$ cat config.mk
export PLATFORM = sky130hd
export DESIGN_NAME = arsc_top
export DESIGN_NICKNAME = d
export VERILOG_FILES = /design/src/arsc_pkg.sv /design/src/arsc_ref_decode.sv /design/src/arsc_top.sv
export VERILOG_INCLUDE_DIRS = /design/src
export SDC_FILE = /design/constraint.sdc
export NUM_CORES = 1
export LEC_CHECK = 0
export BUFFER_PORTS_ARGS = -buffer_cell sky130_fd_sc_hd__buf_2
export CAP_MARGIN = 15
export CORE_MARGIN = 2
export CORE_UTILIZATION = 38
export CTS_BUF_LIST = sky130_fd_sc_hd__clkbuf_16
export CTS_CLUSTER_DIAMETER = 100
export CTS_CLUSTER_SIZE = 16
export DETAILED_ROUTE_END_ITERATION = 7
export PLACE_DENSITY = 0.78
export SYNTH_ARGS = -nofsm -noshare
export SYNTH_HDL_FRONTEND = slang
export SYNTH_SLANG_ARGS = --single-unit
$ cat constraint.sdc
create_clock -name clk_i -period 1.1 [get_ports clk_i]
set_input_delay 0 -clock clk_i [delete_from_list [all_inputs] [get_ports clk_i]]
set_output_delay 0 -clock clk_i [all_outputs]
set_load 0.005 [all_outputs]
$ cat src/arsc_cfg.svh
// register map, field positions and reset values for reference select
//------------------------------------------------------------------------
// Contract
// - high select bit at bit 7, joins low bit
// - code 00 selects external reference pin
// - code 01 enables internal 1.0 V reference
// - code 10 selects 2.0 V, reset default
// - independent of comparator reference setting
// - input select codes 0-7 pick inputs
// - reserved input code opens all switches
//------------------------------------------------------------------------
`ifndef ARSC_CFG_SVH
`define ARSC_CFG_SVH

// register indices; byte address is four times the index
`define ARSC_IDX_CTL0      14'h0f70
`define ARSC_IDX_CTL1      14'h0f71
`define ARSC_IDX_STAT      14'h0f7f

// reset values
`define ARSC_RST_CTL0      8'h00
`define ARSC_RST_CTL1      8'h80
// reference lines {int_en, ext_sel, lvl_2v}: internal on at 2.0 V
`define ARSC_RST_REF       3'h5

// field positions
`define ARSC_BIT_SEL_HI    7
`define ARSC_BIT_SEL_LO    4
`define ARSC_AIN_MSB       3
`define ARSC_AIN_LSB       0

// status register layout
`define ARSC_ST_CODE_MSB   1
`define ARSC_ST_CODE_LSB   0
`define ARSC_ST_INT_EN     2
`define ARSC_ST_EXT_SEL    3
`define ARSC_ST_LVL_2V     4
`define ARSC_ST_AIN_OPEN   5

`endif

$ cat src/arsc_pkg.sv
// types shared by the reference select block
package arsc_pkg;

  // two-bit reference code {hi, lo}
  typedef enum logic [1:0] {
    ARSC_REF_EXT = 2'h0,   // internal off, external pin
    ARSC_REF_1V0 = 2'h1,   // internal 1.0 V
    ARSC_REF_2V0 = 2'h2,   // internal 2.0 V
    ARSC_REF_RSV = 2'h3    // undocumented combination
  } arsc_ref_e;

  // analog reference controls toward the converter
  typedef struct packed {
    logic int_en;          // internal reference powered
    logic ext_sel;         // reference taken from the pin
    logic lvl_2v;          // internal level 2.0 V, else 1.0 V
  } arsc_ref_s;

endpackage : arsc_pkg

$ cat src/arsc_ref_decode.sv
// combinational decode of reference code and analog input select
`timescale 1ns/10ps
module arsc_ref_decode
  import arsc_pkg::*;
#(
  parameter int NUM_INPUTS = 8     // analog inputs behind the selector
) (
  // codes from the control registers
  input  wire arsc_ref_e             ref_code_i,
  input  wire logic [3:0]            ain_code_i,
  // decoded analog controls
  output arsc_ref_s                  ref_ctl_o,
  output logic [NUM_INPUTS-1:0]      ain_switch_o,
  output logic                       ain_open_o
);

  //----------------------------------------------------------------------
  // reference decode
  //----------------------------------------------------------------------
  // only the converter's own code is looked at, never the comparator's
  always_comb begin
    ref_ctl_o = '0;
    case (ref_code_i)
      ARSC_REF_EXT: ref_ctl_o.ext_sel = 1'b1;
      ARSC_REF_1V0: ref_ctl_o.int_en  = 1'b1;
      ARSC_REF_2V0: begin
        ref_ctl_o.int_en = 1'b1;
        ref_ctl_o.lvl_2v = 1'b1;
      end
      // undocumented 11: kept on the 2.0 V level, pin unused
      default: begin
        ref_ctl_o.int_en = 1'b1;
        ref_ctl_o.lvl_2v = 1'b1;
      end
    endcase
  end

  //----------------------------------------------------------------------
  // analog input switches
  //----------------------------------------------------------------------
  // any code at or beyond the input count opens every switch
  assign ain_open_o = ({28'h0, ain_code_i} >= NUM_INPUTS);

  genvar gi;
  generate
    for (gi = 0; gi < NUM_INPUTS; gi++) begin : g_sw
      // one switch per input, closed only for its own code
      assign ain_switch_o[gi] = ({28'h0, ain_code_i} == gi);
    end
  endgenerate

endmodule : arsc_ref_decode

$ cat src/arsc_top.sv
// wishbone register file and registered reference/input controls
//
// Implementation choice: the Wishbone register port.
`timescale 1ns/10ps
`include "arsc_cfg.svh"
module arsc_top
  import arsc_pkg::*;
#(
  parameter int NUM_INPUTS = 8     // analog inputs behind the selector
) (
  // clock and reset
  input  wire logic                  clk_i,
  input  wire logic                  rst_i,
  // wishbone slave
  input  wire logic                  cyc_i,
  input  wire logic                  stb_i,
  input  wire logic                  we_i,
  input  wire logic [15:0]           adr_i,
  input  wire logic [3:0]            sel_i,
  input  wire logic [31:0]           dat_i,
  output logic [31:0]                dat_o,
  output logic                       ack_o,
  // reference controls toward the converter
  output arsc_ref_s                  ref_ctl_o,
  // analog input selector
  output logic [NUM_INPUTS-1:0]      ain_switch_o,
  output logic                       ain_open_o
);

  //----------------------------------------------------------------------
  // helpers
  //----------------------------------------------------------------------
  // word index match, used for every register
  function automatic logic arsc_hit(input logic [15:0] adr,
                                    input logic [13:0] idx);
    arsc_hit = (adr[15:2] == idx);
  endfunction : arsc_hit

  //----------------------------------------------------------------------
  // declarations
  //----------------------------------------------------------------------
  logic [7:0]            ctl0_q, ctl0_d;   // low select and input code
  logic [7:0]            ctl1_q, ctl1_d;   // reference control register
  logic                  ack_q, ack_d;     // bus acknowledge
  logic [31:0]           dat_q, dat_d;     // read data
  arsc_ref_s             ref_q, ref_d;     // registered reference lines
  logic [NUM_INPUTS-1:0] sw_q, sw_d;       // registered switches
  logic                  open_q, open_d;   // all switches open
  logic                  req;              // new access this cycle
  logic                  wr_en;            // write to lane 0
  arsc_ref_e             ref_code;         // joined reference code
  logic [7:0]            stat;             // live status byte

  // a request is taken once; ack_q blocks the repeat cycle
  assign req   = cyc_i & stb_i & ~ack_q;
  assign wr_en = req & we_i & sel_i[0];

  // high bit of the reference register joins the low bit
  assign ref_code = arsc_ref_e'({ctl1_q[`ARSC_BIT_SEL_HI],
                                 ctl0_q[`ARSC_BIT_SEL_LO]});

  //----------------------------------------------------------------------
  // decoder
  //----------------------------------------------------------------------
  arsc_ref_decode #(
    .NUM_INPUTS (NUM_INPUTS)
  ) u_dec (
    .ref_code_i   (ref_code),
    .ain_code_i   (ctl0_q[`ARSC_AIN_MSB:`ARSC_AIN_LSB]),
    .ref_ctl_o    (ref_d),
    .ain_switch_o (sw_d),
    .ain_open_o   (open_d)
  );

  //----------------------------------------------------------------------
  // control registers
  //----------------------------------------------------------------------
  // next values of both control registers
  always_comb begin
    ctl0_d = ctl0_q;
    ctl1_d = ctl1_q;
    if (wr_en && arsc_hit(adr_i, `ARSC_IDX_CTL0)) begin
      ctl0_d = dat_i[7:0];
    end
    // all eight bits stored, reserved ones too, for readback
    if (wr_en && arsc_hit(adr_i, `ARSC_IDX_CTL1)) begin
      ctl1_d = dat_i[7:0];
    end
  end

  // register stage; reset leaves the 2.0 V default selected
  always_ff @(posedge clk_i) begin
    if (rst_i) begin
      ctl0_q <= `ARSC_RST_CTL0;
      ctl1_q <= `ARSC_RST_CTL1;
    end else begin
      ctl0_q <= ctl0_d;
      ctl1_q <= ctl1_d;
    end
  end

  //----------------------------------------------------------------------
  // bus answer
  //----------------------------------------------------------------------
  // status byte shows the joined register code and the registered reference and input lines actually driven
  always_comb begin
    stat = 8'h00;
    stat[`ARSC_ST_CODE_MSB:`ARSC_ST_CODE_LSB] = ref_code;
    stat[`ARSC_ST_INT_EN]   = ref_q.int_en;
    stat[`ARSC_ST_EXT_SEL]  = ref_q.ext_sel;
    stat[`ARSC_ST_LVL_2V]   = ref_q.lvl_2v;
    stat[`ARSC_ST_AIN_OPEN] = open_q;
  end

  // one-cycle answer; unmapped reads give zero, writes are dropped
  always_comb begin
    ack_d = req;
    dat_d = 32'h0;
    if (req && !we_i) begin
      if (arsc_hit(adr_i, `ARSC_IDX_CTL0)) begin
        dat_d = {24'h0, ctl0_q};
      end else if (arsc_hit(adr_i, `ARSC_IDX_CTL1)) begin
        dat_d = {24'h0, ctl1_q};
      end else if (arsc_hit(adr_i, `ARSC_IDX_STAT)) begin
        dat_d = {24'h0, stat};
      end else begin
        dat_d = 32'h0;
      end
    end
  end

  // bus output registers
  always_ff @(posedge clk_i) begin
    if (rst_i) begin
      ack_q <= 1'b0;
      dat_q <= 32'h0;
    end else begin
      ack_q <= ack_d;
      dat_q <= dat_d;
    end
  end

  //----------------------------------------------------------------------
  // analog control outputs
  //----------------------------------------------------------------------
  // registered so the analog side never sees decode glitches
  always_ff @(posedge clk_i) begin
    if (rst_i) begin
      ref_q  <= arsc_ref_s'(`ARSC_RST_REF);
      sw_q   <= '0;
      open_q <= 1'b0;
    end else begin
      ref_q  <= ref_d;
      sw_q   <= sw_d;
      open_q <= open_d;
    end
  end

  assign ack_o        = ack_q;
  assign dat_o        = dat_q;
  assign ref_ctl_o    = ref_q;
  assign ain_switch_o = sw_q;
  assign ain_open_o   = open_q;
endmodule : arsc_top

Yosys cells after proc, flatten, opt, wreduce, memory -nomap -nowiden:

Index checks and enable logic that the tools add are counted.

* output and inout bits: 45
* memories kept: 0
* register bits: 61
* bits of input ports: 57
* word-level logic and storage cells: 43
* bits in latches: 0
* RAM bits: 0
* ROM bits: 0

* order comparisons: 1
* multiply operators: 0
* reduce and logical (&&, ||, !) cells: 9
* shift-type cells: 0
* equal/unequal tests: 11
* div/mod/pow operators: 0
* add/subtract/negate cells: 0
* bitwise gates (word level): 6
* mux-type cells: 6

Operator list (number)
* $eq A14 B12 Y1 const B: 3
* $eq A4 B3 Y1 const B: 4
* $mux W8: 2
* $eq A4 B2 Y1 const B: 2
* $mux W6: 1
* $and A1 B1 Y1: 4
* $eq A4 B1 Y1 const B: 1
* $ge A4 B4 Y1 const B: 1
* $logic_not A4 Y1: 1
* $reduce_or A2 Y1: 2
* $reduce_or A4 Y1: 1
* $logic_and A1 B1 Y1: 3
* $mux W1: 3
* $eq A2 B1 Y1 const B: 1
* $logic_not A2 Y1: 1
* $not A1 Y1: 2
* $logic_not A1 Y1: 1

Longest topological paths before layout:

* word-level depth: 5
* gate-level depth with buffers: 6
* mapped depth without buffers: 4

Cells and area by module:

From an unflattened synthesis, not the netlist that was laid out.

* cell total of the unflattened synthesis: 192
* area total of the unflattened synthesis: 1697.9 µm²

By module, submodules not included
* arsc_top: area an instance 1599.0 µm², cells an instance 180, instances 1, sequential area each 740.7 µm²
* arsc_ref_decode: area an instance 98.8 µm², cells an instance 12, instances 1, sequential area each 0.0 µm²

Worst setup path before layout:

Ideal clock, no wire load.

* kind: reg2reg
* from: reg ack_q (netlist: ack_o)
* to: reg ctl0_q[0]
* required time: 1.028 ns
* stages on the path, launching flop included: 6
* path slack: -0.108 ns
* buffers on the path: 1
* library setup time: 0.072 ns
* clock period less this slack: 1.208 ns
* arrival time: 1.136 ns
* cells stage by stage: dfxtp_1 > nand3b_4 > nor3_1 > and4_1 > buf_6 > mux2i_1

* cells in the longest elaborated chain, start to end: 5

RTL lines
* start, declared: line arsc_top.sv:44 `logic ack_q, ack_d;`
* start signal, assigned: line arsc_top.sv:138 `ack_q <= ack_d;`
* $not A1 Y1: line arsc_top.sv:55 `assign req = cyc_i & stb_i & ~ack_q;`
* $and A1 B1 Y1: line arsc_top.sv:55
* $and A1 B1 Y1 (2 in a row): line arsc_top.sv:56 `assign wr_en = req & we_i & sel_i[0];`
* $logic_and A1 B1 Y1: line arsc_top.sv:82 `` if (wr_en && arsc_hit(adr_i, `ARSC_IDX_CTL0)) begin ``
* end signal, assigned: line arsc_top.sv:94 `` ctl0_q <= `ARSC_RST_CTL0; ``
* end signal, assigned: line arsc_top.sv:97 `ctl0_q <= ctl0_d;`
* end, declared: line arsc_top.sv:42 `logic [7:0] ctl0_q, ctl0_d;`

Every way passes these cells.
A chain may end at the register's enable or synchronous reset.

Worst setup path in the final report:

* from: reg ack_q (netlist: ack_o)
* to: reg ctl1_q[5]

* cells in the longest elaborated chain, start to end: 5

RTL lines
* $not A1 Y1: line arsc_top.sv:55
* $and A1 B1 Y1: line arsc_top.sv:55
* $and A1 B1 Y1 (2 in a row): line arsc_top.sv:56
* $logic_and A1 B1 Y1: line arsc_top.sv:86 `` if (wr_en && arsc_hit(adr_i, `ARSC_IDX_CTL1)) begin ``
* end signal, assigned: line arsc_top.sv:95 `` ctl1_q <= `ARSC_RST_CTL1; ``
* end signal, assigned: line arsc_top.sv:98 `ctl1_q <= ctl1_d;`
* end, declared: line arsc_top.sv:43 `logic [7:0] ctl1_q, ctl1_d;`

Every way passes these cells.

==> impl_results.md <==
* Hold Path Stages at 3
* CTS H-tree depth at 2
* Global-route usage over all layers at 0.139
* WL/cell at 12.4 um
* Power Dens Cells at 1440 mW/mm2
* FF-to-FF Start: ack_o
* Placed Cells at 272
* Multi-input logic area at 838 um2
* First DRT Iteration DRCs at 98
* CP Capture Type: register
* Max-cap violations at 0
* Post-CTS Hold Buffers at 0
* Number of synthesized flops with an enable pin at 0
* Die height at 70.4 um
* Vias in the first global route at 1199
* Antenna-violating nets left at 0
* Clk_lat worst skew at 0.28 ns
* Synth area leader: dfxtp_1
* Fin cells at 282
* First-pass GRT wire length at 5420 um
* TritonRoute pass-1 iters at 4
* Worst Path Max Fanout at 8
* Top FF cell, synth: dfxtp_1
* Unrepaired setup endpoints after global routing: true
* Status: finished with violations
* Synth unique cells at 23
* Synthesis-to-finish area growth at 29.6%
* Flops & latches, synth at 37
* Hold slack at -0.000104 ns
* Mapped Avg Cell Area at 9.75 um2
* Gp weighted congestion at 0.729
* Hold Path Class: in -> reg
* Min-delay src: dat_i[7]
* Final Hold Fails at 1
* Final Skew at 0.00415 ns
* Layout Nets at 286
* Setup WS post-layout at -0.182 ns
* Max-slew violations at 0
* Peak Freq at 780 MHz
* Final worst path period need at 1.28 ns
* Critical Path Source: ack_o
* Commonest non-fill, non-tap cell in the layout: buf_2
* Failing checks: hold timing, setup timing
* Post-synthesis cell area at 0.00168 mm2
* Sequential-to-total area share from yosys stat at 0.442
* Hold Path End: ctl1_q[7]
* DR vias/cell at 4.63
* Clock sinks at 37
* Share of the synthesized area in the top cell type at 0.442
* Worst reg2reg endpoint: ctl1_q[5]
* Area contributors post-synth: dfxtp_1 (44%), mux2i_1 (11%), buf_4 (11%)
* Share of cells above drive strength 1 at 0.357
* Fin crit share at 1.17
* Final WL at 3510 um
* Worst vdd ir at 0.799 mV
* Setup crit start kind: register
* Initial Utilization at 0.390
* FP Rows at 24
* Ports at 102
* CTS tree: yes
* Die width at 70.4 um
* Grt total ovfl at 0
* Yosys Warn Count at 0
* Post-DP HPWL at 2540 um
* Gate Count Post-Synth at 172
* DRC viols at 0
* Reg area at 742 um2
* Ys async rst share at 0
* Register clock-pin slew on the reported worst setup and hold paths at 0.05 ns
* Die Area at 0.00496 mm2
* Register-to-register setup slack at -0.18 ns
* CTS max path bufs at 2
* Reg2reg path depth at 5
* Setup TNS at -3.54 ns
* CP arrival at 1.44 ns
* Most frequent cells in the layout: buf_2 (48), dfxtp_1 (36), conb_1 (24), nand2b_1 (23), mux2i_1 (18)
* Pin count of the biggest net entering global routing at 28
* Antenna diode count at 0
* Antenna violations before repair at 0
* P_leak at 1.00 nW
* Core footprint at 0.00429 mm2
* TritonCTS buffer count at 5
* Worst path required time at 1.26 ns
* Clk root buf: clkbuf_16
* Final setup vio count at 24
* Overall via count from detail_route at 1306
* # port buffers at 48
* Setup WS pre-CTS at -0.224 ns
* CP Class: reg -> reg
* Fill cells at 394
==> stage by stage <==
| step | instance area [um2] | hold slack [ns] | power, mW | utilization |
|---|---|---|---|---|
| 4_1_cts | 2120 | 0.00373 | 3.13 | 0.493 |
| 6_report | 2170 | -0.000104 | 3.13 | 0.506 |
| 5_1_grt | 2170 | 0.0164 | 3.20 | 0.506 |
| 3_3_place_gp | 1920 | 0.277 | 1.55 | 0.448 |
| 2_1_floorplan | 1760 | 0.152 | 1.52 | - |
| 3_5_place_dp | 1920 | 0.283 | 1.55 | 0.448 |
==> cell families after synthesis <==
group,after synthesis,synth area share
and+or+nand+nor,64,0.250
buffers and inverters,40,0.149
other,1,0.00224
AOI/OAI and AO/OA,12,0.0493
DFF,37,0.442
muxes,18,0.107
==> flip-flops by register name (all words and copies together), names as in the netlist <==
| name | count |
|---|---|
| ref_ctl_o | 3 |
| ain_switch_o | 8 |
| dat_o | 8 |
| ack_o | 1 |
| ctl0_q | 8 |
| ctl1_q | 8 |
| ain_open_o | 1 |
==> worst max-delay path, cell delays in order (launching register included) <==
cell and delay, ns:
dfxtp_2 0.32, nand3b_4 0.17, buf_6 0.13, nor3_4 0.14, nand4_4 0.21, mux2i_1 0.18
==> worst max-delay path by stage <==
stage               slack, ns         to
floorplan               -0.11  ctl0_q[0]
global placement        -0.15  ctl0_q[1]
detailed placement      -0.22  ctl0_q[4]
CTS                     -0.19  ctl1_q[5]
global route            -0.27  ctl1_q[5]
finish                  -0.18  ctl1_q[5]
==> power breakdown <==
group / total [mW] / leakage [nW] / internal (mW) / switching (mW)
Sequential: 1.35 / 0.299 / 1.34 / 0.00147
Combinational: 0.193 / 0.624 / 0.0858 / 0.108
Clock: 1.59 / 0.0775 / 1.06 / 0.531
Total: 3.13 / 1.00 / 2.49 / 0.640
==> layer usage <==
layer | vias to the layer above | GRT usage | routed length (um)
met5 | - | 0 | 0
met3 | 6 | 0.0433 | 243
met1 | 607 | 0.160 | 1430
li1 | 639 | - | -
met2 | 54 | 0.231 | 1760
met4 | 0 | 0.0705 | 78
==> what timing repair did <==
action,4_1_cts,5_1_grt
pin swaps,3,3
setup buffers,1,1
gates resized for setup,4,8
endpoints found under the setup margin,22,22
==> cells in the mapped netlist (3+ instances only) <==
cell type and count:
dfxtp_1 37, buf_4 24, nand2b_1 23, mux2i_1 18, nor2_1 13, nand2_1 12, inv_1 9, a221oi_1 6
o21ai_0 6, nor3_1 4, and4_1 3, clkbuf_1 3, nor3_4 3
==> final cells by class <==
class | instances | share of cell area
inverters | 10 | 0.0173
well taps | 52 | 0.0299
clock buffers | 5 | 0.0576
multi-input cells | 118 | 0.386
flip-flops and latches | 37 | 0.341
repair buffers | 57 | 0.149
clock inverters | 3 | 0.0190
Power figures use the tool's default switching activity.
